File: src/usb_iso_pkg.sv
package usb_iso_pkg;

	// ****************************************
	// bus geometry
	// ****************************************
	localparam int ADDR_W = 8;                       // register address width
	localparam int DATA_W = 32;                      // bus data width
	localparam int BYTE_W = 8;                       // one packet byte
	localparam int STRB_W = DATA_W / 8;              // byte enables

	// ****************************************
	// register offsets
	// ****************************************
	localparam logic [ADDR_W-1:0] OFS_CTRL   = 8'h00; // enable, mode, interrupt enables
	localparam logic [ADDR_W-1:0] OFS_STATUS = 8'h04; // endpoint_status_reg
	localparam logic [ADDR_W-1:0] OFS_CNT_LO = 8'h08; // byte_count_low_reg
	localparam logic [ADDR_W-1:0] OFS_CNT_HI = 8'h0C; // byte_count_high_reg
	localparam logic [ADDR_W-1:0] OFS_DATA   = 8'h10; // buffer read port

	// ****************************************
	// field positions
	// ****************************************
	localparam int CTRL_EN  = 0;                     // endpoint enabled and configured
	localparam int CTRL_PP  = 1;                     // two-bank mode
	localparam int CTRL_IE0 = 2;                     // bank 0 interrupt enable
	localparam int CTRL_IE1 = 3;                     // bank 1 interrupt enable
	localparam int CTRL_W   = 4;                     // control field width
	localparam int ST_B0    = 0;                     // out_bank0_received_flag
	localparam int ST_B1    = 1;                     // out_bank1_received_flag
	localparam int ST_CRC   = 2;                     // crc_error_flag
	localparam int ST_RXB   = 3;                     // bank the host fills next
	localparam int ST_FWB   = 4;                     // bank firmware reads

	// ****************************************
	// reset values and answers
	// ****************************************
	localparam logic [CTRL_W-1:0] CTRL_RST    = 4'h0;
	localparam logic [1:0]        RESP_OKAY   = 2'h0;
	localparam logic [1:0]        RESP_SLVERR = 2'h2;
	localparam int                BUF_DEPTH   = 64;  // bytes per bank
	localparam int                CNT_W       = 16;  // low and high count bytes

	// receive sequencer states
	typedef enum logic [0:0] {
		RX_IDLE = 1'b0,
		RX_DATA = 1'b1
	} rx_state_t;

	// true for a mapped register address
	function automatic logic reg_hit(input logic [ADDR_W-1:0] a);
		return (a == OFS_CTRL) || (a == OFS_STATUS) || (a == OFS_CNT_LO) ||
			(a == OFS_CNT_HI) || (a == OFS_DATA);
	endfunction

endpackage

File: src/usb_iso_bank_mem.sv
`timescale 1ns/1ps
module usb_iso_bank_mem #(
	parameter int DEPTH = usb_iso_pkg::BUF_DEPTH,
	parameter int IDX_W = $clog2(usb_iso_pkg::BUF_DEPTH)
) (
	input  wire logic                           sys_clk_in,
	input  wire logic                           wr_en_in,
	input  wire logic                           wr_bank_in,
	input  wire logic [IDX_W-1:0]               wr_idx_in,
	input  wire logic [usb_iso_pkg::BYTE_W-1:0] wr_byte_in,
	input  wire logic                           rd_bank_in,
	input  wire logic [IDX_W-1:0]               rd_idx_in,
	output logic      [usb_iso_pkg::BYTE_W-1:0] rd_byte_out
);
	import usb_iso_pkg::*;

	// ****************************************
	// two banks of flip-flop storage
	// ****************************************
	logic [BYTE_W-1:0] mem_q [2][DEPTH];             // bank, entry

	// one write port, one entry per generate step
	for (genvar b = 0; b < 2; b++) begin : g_bank
		for (genvar e = 0; e < DEPTH; e++) begin : g_ent
			always_ff @(posedge sys_clk_in) begin
				if (wr_en_in && (wr_bank_in == 1'(b)) && (wr_idx_in == IDX_W'(e))) begin
					mem_q[b][e] <= wr_byte_in;
				end
			end
		end
	end

	// read port is combinational
	assign rd_byte_out = mem_q[rd_bank_in][rd_idx_in];

endmodule

File: src/usb_iso_axil_slave.sv
`timescale 1ns/1ps
module usb_iso_axil_slave (
	input  wire logic                           sys_clk_in,
	input  wire logic                           rst_n_in,
	input  wire logic [usb_iso_pkg::ADDR_W-1:0] s_axi_awaddr_in,
	input  wire logic                           s_axi_awvalid_in,
	output logic                                s_axi_awready_out,
	input  wire logic [usb_iso_pkg::DATA_W-1:0] s_axi_wdata_in,
	input  wire logic [usb_iso_pkg::STRB_W-1:0] s_axi_wstrb_in,
	input  wire logic                           s_axi_wvalid_in,
	output logic                                s_axi_wready_out,
	output logic [1:0]                          s_axi_bresp_out,
	output logic                                s_axi_bvalid_out,
	input  wire logic                           s_axi_bready_in,
	input  wire logic [usb_iso_pkg::ADDR_W-1:0] s_axi_araddr_in,
	input  wire logic                           s_axi_arvalid_in,
	output logic                                s_axi_arready_out,
	output logic [usb_iso_pkg::DATA_W-1:0]      s_axi_rdata_out,
	output logic [1:0]                          s_axi_rresp_out,
	output logic                                s_axi_rvalid_out,
	input  wire logic                           s_axi_rready_in,
	output logic                                reg_wr_out,
	output logic [usb_iso_pkg::ADDR_W-1:0]      reg_waddr_out,
	output logic [usb_iso_pkg::DATA_W-1:0]      reg_wdata_out,
	output logic [usb_iso_pkg::STRB_W-1:0]      reg_wstrb_out,
	output logic                                reg_rd_out,
	input  wire logic [usb_iso_pkg::DATA_W-1:0] reg_rdata_in
);
	import usb_iso_pkg::*;

	// ****************************************
	// write channel state
	// ****************************************
	logic              aw_held_q, aw_held_d;         // address taken, waiting
	logic              w_held_q, w_held_d;           // data taken, waiting
	logic              awready_q, awready_d;
	logic              wready_q, wready_d;
	logic              bvalid_q, bvalid_d;
	logic [1:0]        bresp_q, bresp_d;
	logic              wr_q, wr_d;                   // one-cycle register write
	logic [ADDR_W-1:0] waddr_q, waddr_d;
	logic [DATA_W-1:0] wdata_q, wdata_d;
	logic [STRB_W-1:0] wstrb_q, wstrb_d;
	logic              do_wr;                        // both halves present

	// write next state
	always_comb begin
		aw_held_d = aw_held_q | (s_axi_awvalid_in & awready_q);
		w_held_d  = w_held_q | (s_axi_wvalid_in & wready_q);
		waddr_d   = (s_axi_awvalid_in & awready_q) ? s_axi_awaddr_in : waddr_q;
		wdata_d   = (s_axi_wvalid_in & wready_q) ? s_axi_wdata_in : wdata_q;
		wstrb_d   = (s_axi_wvalid_in & wready_q) ? s_axi_wstrb_in : wstrb_q;
		bvalid_d  = bvalid_q & ~s_axi_bready_in;
		bresp_d   = bresp_q;
		do_wr     = aw_held_d & w_held_d & ~bvalid_q;
		wr_d      = 1'b0;
		if (do_wr) begin
			// response follows both halves, in either order
			aw_held_d = 1'b0;
			w_held_d  = 1'b0;
			wr_d      = reg_hit(waddr_d);
			bvalid_d  = 1'b1;
			bresp_d   = reg_hit(waddr_d) ? RESP_OKAY : RESP_SLVERR;
		end
		awready_d = ~aw_held_d & ~bvalid_d;
		wready_d  = ~w_held_d & ~bvalid_d;
	end

	// write registers
	always_ff @(posedge sys_clk_in) begin
		if (!rst_n_in) begin
			aw_held_q <= 1'b0;
			w_held_q  <= 1'b0;
			awready_q <= 1'b0;
			wready_q  <= 1'b0;
			bvalid_q  <= 1'b0;
			bresp_q   <= RESP_OKAY;
			wr_q      <= 1'b0;
			waddr_q   <= '0;
			wdata_q   <= '0;
			wstrb_q   <= '0;
		end else begin
			aw_held_q <= aw_held_d;
			w_held_q  <= w_held_d;
			awready_q <= awready_d;
			wready_q  <= wready_d;
			bvalid_q  <= bvalid_d;
			bresp_q   <= bresp_d;
			wr_q      <= wr_d;
			waddr_q   <= waddr_d;
			wdata_q   <= wdata_d;
			wstrb_q   <= wstrb_d;
		end
	end

	// ****************************************
	// read channel state
	// ****************************************
	logic              arready_q, arready_d;
	logic              rvalid_q, rvalid_d;
	logic [DATA_W-1:0] rdata_q, rdata_d;
	logic [1:0]        rresp_q, rresp_d;
	logic              ar_take;                      // address accepted now

	// read next state; data captured at the address edge
	always_comb begin
		ar_take   = s_axi_arvalid_in & arready_q;
		rvalid_d  = rvalid_q & ~s_axi_rready_in;
		rdata_d   = rdata_q;
		rresp_d   = rresp_q;
		if (ar_take) begin
			rvalid_d = 1'b1;
			rdata_d  = reg_hit(s_axi_araddr_in) ? reg_rdata_in : '0;
			rresp_d  = reg_hit(s_axi_araddr_in) ? RESP_OKAY : RESP_SLVERR;
		end
		arready_d = ~rvalid_d;
	end

	// read registers
	always_ff @(posedge sys_clk_in) begin
		if (!rst_n_in) begin
			arready_q <= 1'b0;
			rvalid_q  <= 1'b0;
			rdata_q   <= '0;
			rresp_q   <= RESP_OKAY;
		end else begin
			arready_q <= arready_d;
			rvalid_q  <= rvalid_d;
			rdata_q   <= rdata_d;
			rresp_q   <= rresp_d;
		end
	end

	// outputs
	assign s_axi_awready_out = awready_q;
	assign s_axi_wready_out  = wready_q;
	assign s_axi_bvalid_out  = bvalid_q;
	assign s_axi_bresp_out   = bresp_q;
	assign s_axi_arready_out = arready_q;
	assign s_axi_rvalid_out  = rvalid_q;
	assign s_axi_rdata_out   = rdata_q;
	assign s_axi_rresp_out   = rresp_q;
	assign reg_wr_out        = wr_q;
	assign reg_waddr_out     = waddr_q;
	assign reg_wdata_out     = wdata_q;
	assign reg_wstrb_out     = wstrb_q;
	assign reg_rd_out        = ar_take & reg_hit(s_axi_araddr_in);

endmodule

File: src/usb_iso_out_endpoint_rx.sv
// Overview of operation
// [RULE1] firmware enables endpoint before any packet stored
// [RULE2] single bank: packet sets bank0 received flag
// [RULE3] set flag raises interrupt when enabled
// [RULE4] byte count shown in low/high registers
// [RULE5] zero-length packet reports count zero
// [RULE6] crc error flag set for corrupted packet
// [RULE7] crc flag refreshed on each new packet
// [RULE8] firmware drains buffer before clearing flag
// [RULE9] single bank: data lost while flag set
// [RULE10] clear mid-packet stores only remaining bytes
// [RULE11] overflow bytes dropped, packet still valid
// [RULE12] two banks: bank0 packet sets bank0 flag
// [RULE13] clearing bank0 flag releases and swaps banks
// [RULE14] two banks: bank0 data lost while set
// [RULE15] bank0 released mid-packet stores remaining bytes
// [RULE16] two banks: bank1 packet sets bank1 flag
// [RULE17] firmware drains bank1 before clearing flag
// [RULE18] two banks: bank1 data lost while set
// [RULE19] bank flags set alternately per packet
// [RULE20] firmware clears only the drained bank's flag
// [RULE21] isochronous out never returns a handshake
`timescale 1ns/1ps
module usb_iso_out_endpoint_rx #(
	parameter int DEPTH = usb_iso_pkg::BUF_DEPTH
) (
	input  wire logic                           sys_clk_in,
	input  wire logic                           rst_n_in,
	input  wire logic [usb_iso_pkg::ADDR_W-1:0] s_axi_awaddr_in,
	input  wire logic                           s_axi_awvalid_in,
	output logic                                s_axi_awready_out,
	input  wire logic [usb_iso_pkg::DATA_W-1:0] s_axi_wdata_in,
	input  wire logic [usb_iso_pkg::STRB_W-1:0] s_axi_wstrb_in,
	input  wire logic                           s_axi_wvalid_in,
	output logic                                s_axi_wready_out,
	output logic [1:0]                          s_axi_bresp_out,
	output logic                                s_axi_bvalid_out,
	input  wire logic                           s_axi_bready_in,
	input  wire logic [usb_iso_pkg::ADDR_W-1:0] s_axi_araddr_in,
	input  wire logic                           s_axi_arvalid_in,
	output logic                                s_axi_arready_out,
	output logic [usb_iso_pkg::DATA_W-1:0]      s_axi_rdata_out,
	output logic [1:0]                          s_axi_rresp_out,
	output logic                                s_axi_rvalid_out,
	input  wire logic                           s_axi_rready_in,
	input  wire logic                           pkt_start_in,
	input  wire logic                           pkt_byte_valid_in,
	input  wire logic [usb_iso_pkg::BYTE_W-1:0] pkt_byte_in,
	input  wire logic                           pkt_end_in,
	input  wire logic                           pkt_crc_ok_in,
	output logic                                ep_irq_out,
	output logic                                handshake_send_out
);
	import usb_iso_pkg::*;

	localparam int IDX_W = $clog2(DEPTH);            // buffer index width
	localparam int PTR_W = IDX_W + 1;                // index plus full count

	// ****************************************
	// register bus wiring
	// ****************************************
	logic              reg_wr;                       // write strobe
	logic [ADDR_W-1:0] reg_waddr;                    // write address
	logic [DATA_W-1:0] reg_wdata;                    // write data
	logic [STRB_W-1:0] reg_wstrb;                    // write byte enables
	logic              reg_rd;                       // read strobe, pops data
	logic [DATA_W-1:0] reg_rdata;                    // read mux
	logic [BYTE_W-1:0] mem_rd_byte;                  // byte at read pointer

	// bus slave
	usb_iso_axil_slave u_bus (
		.sys_clk_in        (sys_clk_in),
		.rst_n_in          (rst_n_in),
		.s_axi_awaddr_in   (s_axi_awaddr_in),
		.s_axi_awvalid_in  (s_axi_awvalid_in),
		.s_axi_awready_out (s_axi_awready_out),
		.s_axi_wdata_in    (s_axi_wdata_in),
		.s_axi_wstrb_in    (s_axi_wstrb_in),
		.s_axi_wvalid_in   (s_axi_wvalid_in),
		.s_axi_wready_out  (s_axi_wready_out),
		.s_axi_bresp_out   (s_axi_bresp_out),
		.s_axi_bvalid_out  (s_axi_bvalid_out),
		.s_axi_bready_in   (s_axi_bready_in),
		.s_axi_araddr_in   (s_axi_araddr_in),
		.s_axi_arvalid_in  (s_axi_arvalid_in),
		.s_axi_arready_out (s_axi_arready_out),
		.s_axi_rdata_out   (s_axi_rdata_out),
		.s_axi_rresp_out   (s_axi_rresp_out),
		.s_axi_rvalid_out  (s_axi_rvalid_out),
		.s_axi_rready_in   (s_axi_rready_in),
		.reg_wr_out        (reg_wr),
		.reg_waddr_out     (reg_waddr),
		.reg_wdata_out     (reg_wdata),
		.reg_wstrb_out     (reg_wstrb),
		.reg_rd_out        (reg_rd),
		.reg_rdata_in      (reg_rdata)
	);

	// ****************************************
	// endpoint state
	// ****************************************
	logic [CTRL_W-1:0] ctrl_q, ctrl_d;               // enable, mode, interrupt enables
	logic [1:0]        flag_q, flag_d;               // per-bank received flags
	logic              crc_q, crc_d;                 // crc_error_flag
	logic              rx_bank_q, rx_bank_d;         // bank the host fills next
	logic              fw_bank_q, fw_bank_d;         // bank firmware drains
	logic [PTR_W-1:0]  cnt_q [2];                    // stored byte count per bank
	logic [PTR_W-1:0]  cnt_d [2];
	rx_state_t         st_q, st_d;                   // receive sequencer
	logic              tgt_q, tgt_d;                 // bank of packet in flight
	logic [PTR_W-1:0]  wr_ptr_q, wr_ptr_d;           // next write entry
	logic [PTR_W-1:0]  rd_ptr_q, rd_ptr_d;           // next firmware read entry
	logic              irq_q, irq_d;                 // endpoint interrupt request
	logic              hs_q, hs_d;                   // handshake request
	logic              mem_we;                       // store this byte
	logic [1:0]        clr;                          // firmware clear per bank
	logic              pp;                           // two-bank mode
	logic [CNT_W-1:0]  cnt_show;                     // count seen by firmware

	assign pp = ctrl_q[CTRL_PP];

	// register read mux
	always_comb begin
		cnt_show  = CNT_W'(cnt_q[fw_bank_q]);
		reg_rdata = '0;
		unique case (s_axi_araddr_in)
			OFS_CTRL: begin
				reg_rdata[CTRL_W-1:0] = ctrl_q;
			end
			OFS_STATUS: begin
				reg_rdata[ST_B0]  = flag_q[0];
				reg_rdata[ST_B1]  = flag_q[1];
				reg_rdata[ST_CRC] = crc_q;
				reg_rdata[ST_RXB] = rx_bank_q;
				reg_rdata[ST_FWB] = fw_bank_q;
			end
			OFS_CNT_LO: begin
				reg_rdata[BYTE_W-1:0] = cnt_show[BYTE_W-1:0]; // RULE4
			end
			OFS_CNT_HI: begin
				reg_rdata[BYTE_W-1:0] = cnt_show[CNT_W-1:BYTE_W]; // RULE4
			end
			OFS_DATA: begin
				reg_rdata[BYTE_W-1:0] = mem_rd_byte;
			end
			default: begin
				reg_rdata = '0;
			end
		endcase
	end

	// next values of all endpoint state
	always_comb begin
		ctrl_d    = ctrl_q;
		flag_d    = flag_q;
		crc_d     = crc_q;
		rx_bank_d = rx_bank_q;
		fw_bank_d = fw_bank_q;
		cnt_d     = cnt_q;
		st_d      = st_q;
		tgt_d     = tgt_q;
		wr_ptr_d  = wr_ptr_q;
		rd_ptr_d  = rd_ptr_q;
		hs_d      = 1'b0;
		mem_we    = 1'b0;
		clr       = 2'b00;

		// control write
		if (reg_wr && reg_waddr == OFS_CTRL && reg_wstrb[0]) begin
			ctrl_d = reg_wdata[CTRL_W-1:0];
		end

		// firmware clears a flag by writing one to it
		if (reg_wr && reg_waddr == OFS_STATUS && reg_wstrb[0]) begin
			clr[0] = reg_wdata[ST_B0] & flag_q[0];
			clr[1] = reg_wdata[ST_B1] & flag_q[1] & pp;
		end
		for (int b = 0; b < 2; b++) begin
			if (clr[b]) begin
				flag_d[b] = 1'b0;
				rd_ptr_d  = '0;
				if (pp) begin
					fw_bank_d = ~fw_bank_q; // RULE13
				end
			end
		end

		// firmware pops one byte per data read
		if (reg_rd && s_axi_araddr_in == OFS_DATA && rd_ptr_q < cnt_q[fw_bank_q]) begin
			rd_ptr_d = rd_ptr_q + PTR_W'(1);
		end

		// leaving two-bank mode returns both pointers to bank 0
		if (!ctrl_d[CTRL_PP]) begin
			rx_bank_d = 1'b0;
			fw_bank_d = 1'b0;
			flag_d[1] = 1'b0;
		end

		unique case (st_q)
			RX_IDLE: begin
				// disabled endpoint ignores the host entirely
				if (pkt_start_in && ctrl_q[CTRL_EN]) begin // RULE1
					st_d     = RX_DATA;
					tgt_d    = rx_bank_q;
					wr_ptr_d = '0;
				end
			end
			RX_DATA: begin
				// a byte is kept only while its bank is free
				if (pkt_byte_valid_in && !flag_q[tgt_q]) begin // RULE9 RULE14 RULE18 RULE10 RULE15
					if (wr_ptr_q < PTR_W'(DEPTH)) begin // RULE11
						mem_we   = 1'b1;
						wr_ptr_d = wr_ptr_q + PTR_W'(1);
					end
				end
				if (pkt_end_in) begin
					st_d = RX_IDLE;
					hs_d = 1'b0; // RULE21
					// only a packet that ends in a free bank is recorded
					if (!flag_q[tgt_q] || clr[tgt_q]) begin
						flag_d[tgt_q] = 1'b1; // RULE2 RULE12 RULE16
						cnt_d[tgt_q]  = wr_ptr_d; // RULE4 RULE5
						crc_d         = ~pkt_crc_ok_in; // RULE6 RULE7
						if (pp) begin
							rx_bank_d = ~tgt_q; // RULE19
						end
					end
				end
				if (!ctrl_q[CTRL_EN]) begin
					st_d = RX_IDLE;
				end
			end
			default: begin
				st_d = RX_IDLE;
			end
		endcase

		// interrupt follows enabled flags
		irq_d = (flag_d[0] & ctrl_d[CTRL_IE0]) | (flag_d[1] & ctrl_d[CTRL_IE1]); // RULE3
	end

	// endpoint registers
	always_ff @(posedge sys_clk_in) begin
		if (!rst_n_in) begin
			ctrl_q    <= CTRL_RST;
			flag_q    <= 2'b00;
			crc_q     <= 1'b0;
			rx_bank_q <= 1'b0;
			fw_bank_q <= 1'b0;
			cnt_q[0]  <= '0;
			cnt_q[1]  <= '0;
			st_q      <= RX_IDLE;
			tgt_q     <= 1'b0;
			wr_ptr_q  <= '0;
			rd_ptr_q  <= '0;
			irq_q     <= 1'b0;
			hs_q      <= 1'b0;
		end else begin
			ctrl_q    <= ctrl_d;
			flag_q    <= flag_d;
			crc_q     <= crc_d;
			rx_bank_q <= rx_bank_d;
			fw_bank_q <= fw_bank_d;
			cnt_q     <= cnt_d;
			st_q      <= st_d;
			tgt_q     <= tgt_d;
			wr_ptr_q  <= wr_ptr_d;
			rd_ptr_q  <= rd_ptr_d;
			irq_q     <= irq_d;
			hs_q      <= hs_d;
		end
	end

	// ****************************************
	// packet storage
	// ****************************************
	usb_iso_bank_mem #(
		.DEPTH (DEPTH),
		.IDX_W (IDX_W)
	) u_mem (
		.sys_clk_in  (sys_clk_in),
		.wr_en_in    (mem_we),
		.wr_bank_in  (tgt_q),
		.wr_idx_in   (wr_ptr_q[IDX_W-1:0]),
		.wr_byte_in  (pkt_byte_in),
		.rd_bank_in  (fw_bank_q),
		.rd_idx_in   (rd_ptr_q[IDX_W-1:0]),
		.rd_byte_out (mem_rd_byte)
	);

	// outputs straight from flops
	assign ep_irq_out         = irq_q;
	assign handshake_send_out = hs_q;

endmodule

File: config.mk
export PLATFORM = sky130hd
export DESIGN_NAME = usb_iso_out_endpoint_rx
export DESIGN_NICKNAME = d
export VERILOG_FILES = /design/src/usb_iso_pkg.sv /design/src/usb_iso_bank_mem.sv /design/src/usb_iso_axil_slave.sv /design/src/usb_iso_out_endpoint_rx.sv
export SDC_FILE = /design/constraint.sdc
export NUM_CORES = 1
export LEC_CHECK = 0
export BUFFER_PORTS_ARGS = -buffer_cell sky130_fd_sc_hd__buf_2
export CAP_MARGIN = 15
export CORE_UTILIZATION = 50
export CTS_CLUSTER_SIZE = 20
export DETAILED_ROUTE_END_ITERATION = 10
export PLACE_DENSITY = 0.66
export SYNTH_ARGS = -nofsm -noshare
export SYNTH_HDL_FRONTEND = slang
export SYNTH_HIERARCHICAL = 1
export SYNTH_SLANG_ARGS = --single-unit
File: constraint.sdc
create_clock -name sys_clk_in -period 5.9 [get_ports sys_clk_in]
set_input_delay 0.59 -clock sys_clk_in [delete_from_list [all_inputs] [get_ports sys_clk_in]]
set_output_delay 0.59 -clock sys_clk_in [all_outputs]
set_load 0.005 [all_outputs]
======== After elaboration in Yosys (flattened, before gate mapping) ========
Memories as Yosys holds them, arrays and structs flattened. A register that Yosys moved wholly into a read port is not among the register bits.
Index checks and enable logic that the tools add are counted.
storage, ports and cells
  bits in registers ....................... 97
  RAM bits ................................ 1024
  input port bits ......................... 71
  output and inout port bits .............. 43
  logic and storage cells ................. 622
  memories kept ........................... 1
cells by class
  add/sub/neg operators ................... 2
  order comparisons ....................... 8
  equality and inequality tests ........... 73
  multiplexer cells ....................... 318
  bitwise operators ....................... 33
  reduce and logical (&&, ||, !) cells .... 160
memories
  memory       depth  width  rd ports  clocked after Yosys merged registers in  wr ports  line                    source
  u_mem.mem_q  2      512    1         1                                        1         usb_iso_bank_mem.sv:20  logic [BYTE_W-1:0] mem_q [2][DEPTH];
operator list
  operator               count
  $mux W512              1
  $reduce_or A512 Y1     1
  $mux W1                285
  $eq A6 B6 Y1 const B   32
  $logic_and A1 B1 Y1    140
  $eq A6 B5 Y1 const B   16
  $mux W7                11
  $mux W64               1
  $bmux W8 S6            1
  $eq A6 B4 Y1 const B   8
  $eq A8 B4 Y1 const B   4
  $mux W8                4
  $eq A6 B3 Y1 const B   4
  $eq A8 B3 Y1 const B   3
  $logic_not A8 Y1       3
  $eq A8 B5 Y1 const B   2
  $pmux W4 S4            1
  $and A1 B1 Y1          15
  $add A7 B1 Y7 const B  2
  $bwmux W14             1
  $pmux W7 S2            1
  $eq A6 B2 Y1 const B   2
  $mux W2                6
  $not A1 Y1             11
  25 further kinds       39

======== Depth between registers and ports, before layout ========
Gate-level depths: netlist of run 1.
  word-level depth ........................ 12
  depth in mapped cells ................... 11
  gate-level depth less buffers ........... 8

======== By module ========
The synthesis of run 1 kept the hierarchy.
by module, submodules not included
  module                   instances  cells each  area each (um2)  seq. area each (um2)
  usb_iso_bank_mem         1          1614        39429.1          30749.5
  usb_iso_axil_slave       1          386         3181.8           1721.7
  usb_iso_out_endpoint_rx  1          256         2224.6           800.8

======== Least setup slack after synthesis of run 1 ========
OpenSTA, ideal clock, no wires.
  path kind ............................... reg-to-reg
  start ................................... register (tool-made name)
  end ..................................... register u_bus.rdata_q[4], in the netlist u_bus/s_axi_rdata_out[4]
  library setup time ...................... 0.132 ns
  arrival ................................. 3.038 ns
  required time ........................... 5.768 ns
  path slack .............................. 2.729 ns
  cell stages (with the launch flop) ...... 11
  path buffers ............................ 2
  period minus slack after synthesis ...... 3.171 ns
  cells stage by stage .................... dfxtp_1 -> buf_2 -> buf_1 -> mux4_2 -> mux4_2 -> mux4_2 -> mux2_2 -> a22oi_1 -> o21ai_0 -> nand4_1 -> a21oi_1
RTL lines
  what                  line                       source
  to (signal assigned)  usb_iso_axil_slave.sv:129  rdata_q <= rdata_d;
  to (decl)             usb_iso_axil_slave.sv:101  logic [DATA_W-1:0] rdata_q, rdata_d;

======== Worst setup path after layout of run 1 ========
  start ................................... register tgt_q
  end ..................................... memory u_mem/mem_q[0][123] in the netlist's numbering, enable pin
on the way
  longest elaborated chain between the ends .. 12
  elaborated cells on any way between the ends .. 207
  classes of those cells .................. mux: 136; bitwise: 1; reduce/logical: 70
ends and longest elaborated chain
  what                                                  line                            source
  from (decl)                                           usb_iso_out_endpoint_rx.sv:110  logic tgt_q, tgt_d;
  from (signal assigned)                                usb_iso_out_endpoint_rx.sv:267  tgt_q <= tgt_d;
  $mux W1 (implied by the code) (*) (2 in a row)        usb_iso_out_endpoint_rx.sv:211  if (pkt_byte_valid_in && !flag_q[tgt_q]) begin
  $logic_not A1 Y1 (*)                                  usb_iso_out_endpoint_rx.sv:211
  $logic_and A1 B1 Y1 (*)                               usb_iso_out_endpoint_rx.sv:211
  $mux W1 (*)                                           usb_iso_out_endpoint_rx.sv:211
  $mux W1 (*)                                           usb_iso_out_endpoint_rx.sv:200  unique case (st_q)
  net mem_we                                            usb_iso_out_endpoint_rx.sv:115  logic mem_we;
  $logic_and A1 B1 Y1 (2 in a row)                      usb_iso_bank_mem.sv:26          if (wr_en_in && (wr_bank_in == 1'(b)) && (wr_idx_in == IDX_W'(e))) begin
  $mux W1                                               usb_iso_bank_mem.sv:26
  $mux W1 (implied by the code)                         usb_iso_bank_mem.sv:27          mem_q[b][e] <= wr_byte_in;
  $reduce_or A512 Y1 (no line)                          --
  $mux W1 (no line) / $mux W64 (equally long branches)  --
  to (decl)                                             usb_iso_bank_mem.sv:20
The timed path passes the listed nets; every way through them passes the cells marked *. The select of a mux whose other input is x is not followed.

==> metrics.txt, run 1 <==
number of iterations in the first detailed-routing pass=6; die boundary height=298.0 um; detailed-route via count=21.17k; Hold Violations, Final=0; portion of total power attributed to the clock network=42.4%; Core Box Area=86,750 sq um; Layout Area Growth over Synthesis=11.37%; synthesized area=43,800 sq um; start point of the worst min-delay path=s_axi_wstrb_in[0]; cell row count=108; count of clock tree sinks=1,119; post-cts sizing count=0; required time worst endpoint=6.18 ns; antenna violations before repair=2; switching power summed over all nets=2.980 mW; Reg2Reg Capture Point=u_mem/mem_q[0][123]; global-route total usage across every layer=21.17%; area of the die=88,800 sq um; first-pass GRT wire length=138,200 um; Post-Route Hold Slack=0.1705 ns; status=finished, final reports clean; Worst setup startpoint=tgt_q; half-perimeter wire length after placement=57,150 um; max_slew headroom=18.95%; DRC violation count after routing=0; final-layout fill cell count=6,356; pwr/cell area=315.4 nW/um^2; # IOs=114; kind of capture point of the worst setup path=register; Net count, final=2,326; hold-fix buffer count after cts=0; most common cell after layout, fill and taps aside=sky130_fd_sc_hd__edfxtp_1; reg-to-reg startpoint=tgt_q; setup repair after global routing missed its margin=no; number of instances on the worst hold path=3; initial drt markers=2,334; post-synthesis average cell area=20.59 sq um; max-capacitance violation count=0; Wirelength per Cell=26.69 um; residual antenna-violating net count after detailed routing=0; hold path endpoint=u_bus/reg_wstrb_out[0]; cell at the root of the clock tree=sky130_fd_sc_hd__clkbuf_16; port buffer count=79; area used by multi-input combinational logic=10,610 sq um; overflow left after global routing=0; pin count of the biggest net entering global routing=109; type of origin of the critical path=register; clock slew at reported path FFs=0.06 ns; gate count of the mapped netlist=2,127; leading cell types in the layout, fill and taps excluded=1,024 x sky130_fd_sc_hd__edfxtp_1, 336 x sky130_fd_sc_hd__mux4_2, 161 x sky130_fd_sc_hd__nor2_1; routability congestion estimate=0.8502; n_diodes=0; internal power consumption=12.41 mW; Max VDD drop=0.2098 mV; Setup TNS=0 ns; count of cells along the worst register-to-register path=6; Setup-failing EPs final=0; TritonCTS clock tree=built; largest buffer count on any clock path=3; Setup Buffers After CTS=0; number of buffers created by CTS=107; Final period util=76.02%; share of cells above drive strength 1=26.39%; Reg power frac=56.3%; arrival time of the worst setup path=4.77 ns; FF-to-FF setup slack=1.41 ns; H-Tree Depth=3; CP Max Fanout=16; final critical delay including setup and external delays=4.485 ns; fin. max-slew vios=0; worst hold path class=input pin to register; critical path class=register to register; Leakage=14.71 nW; drt total wl=93,010 um; switching fraction of total power=19.37%; number of synthesis warnings=6; initial core utilization=50.49%; Chip Width=298.0 um; part of the total power dissipated in combinational logic=1.3%; pin slew with the least headroom to its limit=1.216 ns; largest clock skew in the final design=0.02704 ns; via density per instance=6.075; via count of the first global-routing pass=21.12k; maximum frequency from static timing analysis=223.0 MHz; register area=32,670 sq um; clk_lat worst skew=0.68 ns
==> power by group through the flow <==
stage                     logic [mW]  clock network (mW)  registers [mW]
final                          0.202                6.52            8.66
after global routing           0.223                6.94            8.66
after CTS                      0.201                6.65            8.66
after detailed placement       0.201                   0            8.83
after global placement         0.186                   0            8.83
after floorplan               0.0534                   0            8.83
==> routing by layer <==
layer / wire length (um) / global-route usage (%)
met5: 0 / 0
met2: 44260 / 32.91
met3: 7106 / 4.011
met4: 2338 / 6.068
met1: 39300 / 30.88
==> registers in the layout, indices dropped and copies added, names as in the netlist, 2 cells and up, named ones only <==
name and flops:
ctrl_q 4, wr_ptr_q 7, flag_q 2, u_bus/reg_waddr_out 8, rd_ptr_q 7, u_bus/s_axi_rdata_out 32, u_bus/reg_wdata_out 4, u_mem/mem_q 1024
cnt_q 14
==> area by class of cell <==
type	instances	area share, %
sequential	1119	66.96
timing repair buffer	107	1.477
tap	1155	2.962
inverter	6	0.04616
clock inverter	56	1.005
multi-input combinational	906	21.75
clock buffer	136	5.799
==> worst max path at each step <==
stage / to / slack, ns / depth (start not counted)
after global routing: u_mem/mem_q[0][125] / 1.25 / 6
final: u_mem/mem_q[0][123] / 1.41 / 6
after global placement: u_mem/mem_q[0][120] / 1.55 / 6
after detailed placement: u_mem/mem_q[0][120] / 1.42 / 6
after floorplan: u_bus/s_axi_rdata_out[4] / 2.73 / 10
after CTS: u_mem/mem_q[0][123] / 1.41 / 6
==> metrics by stage <==
stage	setup slack [ns]	instances	area (sq um)	utilization, %	power, mW
6_report	1.415	3485	48790	56.24	15.39
5_1_grt	1.250	3485	48790	56.24	15.82
4_1_cts	1.406	3484	48760	56.20	15.52
3_3_place_gp	1.549	3292	45440	52.38	9.013
3_5_place_dp	1.416	3292	45440	52.38	9.030
2_1_floorplan	2.729	2152	43900	-	8.882
==> critical path, cell delays in order, from the launching register on <==
cell and delay [ns]:
sky130_fd_sc_hd__dfxtp_1 0.62, sky130_fd_sc_hd__mux2_2 0.45, sky130_fd_sc_hd__or3b_2 0.52, sky130_fd_sc_hd__nor2_1 0.50, sky130_fd_sc_hd__nor2b_1 0.34, sky130_fd_sc_hd__nand3_1 0.68
sky130_fd_sc_hd__nor2_1 0.99
Note: power is estimated with default switching activity, not from simulation.
==> inputs of run 2 (changes only) <==
PLACE_DENSITY = 0.69   (was 0.66)
clock period = 3.7 ns   (was 5.9 ns; I/O delays follow)
==> metrics.txt, run 2 (synthesis results as in run 1) <==
status=finished, final reports clean; fin cells=3,676 (+5.5%); max_slew headroom=22.54% (+3.6 points); pwr/cell area=493.8 nW/um^2 (+57%); CP Max Fanout=18 (+2); Setup Buffers After CTS=0 (unchanged); arrival time of the worst setup path=4.12 ns (-0.65 ns); cells along the critical path=buf_12 > buf_12 > mux4_2 > mux4_2 > mux4_2 > mux2_2 > a22oi_1 > nand2_1 > nand4_1 > a21oi_1; kind of capture point of the worst setup path=register; Setup-failing EPs final=0 (unchanged); pin count of the biggest net entering global routing=114 (+4.6%); antenna violations before repair=2 (unchanged); die boundary height=298.0 um (unchanged); worst hold path class=input pin to register; fin. max-slew vios=0 (unchanged); via count of the first global-routing pass=22.38k (+6.0%); overflow left after global routing=0 (unchanged); initial core utilization=50.49% (unchanged); total buffers and inverters traversed by the critical path=2 (+2); type of origin of the critical path=register; initial drt markers=2,602 (+11%); DRC violation count after routing=0 (unchanged); critical path depth=10 (+4); most common cell after layout, fill and taps aside=sky130_fd_sc_hd__edfxtp_1; post-cts sizing count=0 (unchanged); max-capacitance violation count=0 (unchanged); cell row count=108 (unchanged); residual antenna-violating net count after detailed routing=0 (unchanged); cell at the root of the clock tree=sky130_fd_sc_hd__clkbuf_16; global-route total usage across every layer=22.33% (+1.2 points); start point of the worst min-delay path=pkt_end_in; share of cells above drive strength 1=31.34% (+4.9 points); Leakage=15.83 nW (+7.7%); Wirelength per Cell=26.42 um (-1.0%); via density per instance=6.030 (-0.74%); number of flip-flops in the largest register=1,024 (unchanged); Chip Width=298.0 um (unchanged); final critical delay including setup and external delays=3.597 ns (-0.8880 ns); worst stage delay on the critical path=0.55 ns (-0.44 ns); leading cell types in the layout, fill and taps excluded=1,024 x sky130_fd_sc_hd__edfxtp_1, 336 x sky130_fd_sc_hd__mux4_2, 180 x sky130_fd_sc_hd__buf_4; Design Power=25.04 mW (+63%); placed cell count=3,462 (+5.2%); TritonCTS clock tree=built; number of buffers created by CTS=107 (unchanged); register with the highest flop count=u_mem/mem_q; # IOs=114 (unchanged); number of iterations in the first detailed-routing pass=5 (-1); first-pass GRT wire length=146,700 um (+6.1%); Final period util=97.22% (+21 points); count of cells along the worst register-to-register path=10 (+4); Layout Area Growth over Synthesis=15.74%; setup repair after global routing missed its margin=yes; drt total wl=97,120 um (+4.4%); CP max-delay cell=sky130_fd_sc_hd__dfxtp_4; largest clock skew in the final design=0.01999 ns (-0.007050 ns); Core Box Area=86,750 sq um (unchanged); largest buffer count on any clock path=3 (unchanged); kind of cell adding the most delay to the critical path=multiplexers; Hold Violations, Final=0 (unchanged); Max VDD drop=0.3663 mV (+75%); number of instances on the worst hold path=3 (unchanged); required time worst endpoint=4.22 ns (-1.96 ns); detailed-route via count=22.17k (+4.7%); half-perimeter wire length after placement=60,100 um (+5.2%); area of the die=88,800 sq um (unchanged); Setup TNS=0 ns (unchanged); clock slew at reported path FFs=0.06 ns (about the same); pin slew with the least headroom to its limit=1.162 ns (-0.05386 ns); Net count, final=2,515 (+8.1%); H-Tree Depth=3 (unchanged); count of clock tree sinks=1,119 (unchanged); routability congestion estimate=0.8828 (+3.8%); Critical Path Most Common Cell=sky130_fd_sc_hd__mux4_2; clk_lat worst skew=0.68 ns (about the same); final-layout fill cell count=6,154 (-3.2%); port buffer count=79 (unchanged); maximum frequency from static timing analysis=278.0 MHz (+25%); critical path class=register to register; n_diodes=0 (unchanged)
## run 2: changes by cell type in the layout (fill, tap and decap cells not counted), sizes merged
cell and delta:
buf +171, dlygate4sd3 +18, clkinv -6, bufinv +4, clkbuf +3, clkinvlp +1
## run 2: path summary, 6_finish.rpt
kind              slack [ns]                        to
setup / recovery        0.10  u_bus/s_axi_rdata_out[3]
setup reg to reg        0.10  u_bus/s_axi_rdata_out[3]
hold / removal          0.07                      st_q
hold reg to reg         0.44    u_bus/s_axi_wready_out
## run 2: cell type report
cell class | count | area [sq um] | share of cell area (%)
Tap cell | 1155 | 1445 | 2.850
Multi-Input combinational cell | 906 | 10610 | 20.93
Clock buffer | 139 | 2879 | 5.678
Clock inverter | 55 | 633.1 | 1.249
Timing Repair Buffer | 296 | 2442 | 4.817
Inverter | 6 | 22.52 | 0.04442
Sequential cell | 1119 | 32670 | 64.43
## run 2: where the power goes
part	switching, mW	total [mW]	internal (mW)
clock network	4.56	10.9	6.32
logic	0.278	0.349	0.0716
registers	0.0134	13.8	13.8
## run 2: timing repair
item | CTS | global route
endpoints found under the setup margin | 0 | 58
endpoints found under the hold margin | 18 | 0
hold buffers | 18 | 0
## run 2: per-layer routing
layer	wire, um	part of all wire [%]	GRT usage [%]	vias up
met5	13	0.013	0	-
met1	40480	42	32.54	11680
met4	2438	2.5	7.021	2
met3	7990	8.2	4.157	132
li1	-	-	-	9386
met2	46200	48	34.49	966
## run 2: through the flow
stage	cell area (sq um)	hold slack, ns	utilization (%)	setup WS (ns)
after floorplan	43900	0.3988	-	0.5295
after global placement	46950	0.4055	54.12	0.1739
after detailed placement	46950	0.4220	54.12	0.1726
after CTS	50650	0.03417	58.38	0.1365
after global routing	50700	0.08203	58.44	-0.03519
final	50700	0.06974	58.44	0.1027
## run 2: tightest hold or removal path, stage by stage
cell	delay [ns]
sky130_fd_sc_hd__buf_2	0.09
sky130_fd_sc_hd__o21ai_0	0.07
sky130_fd_sc_hd__and3_1	0.17
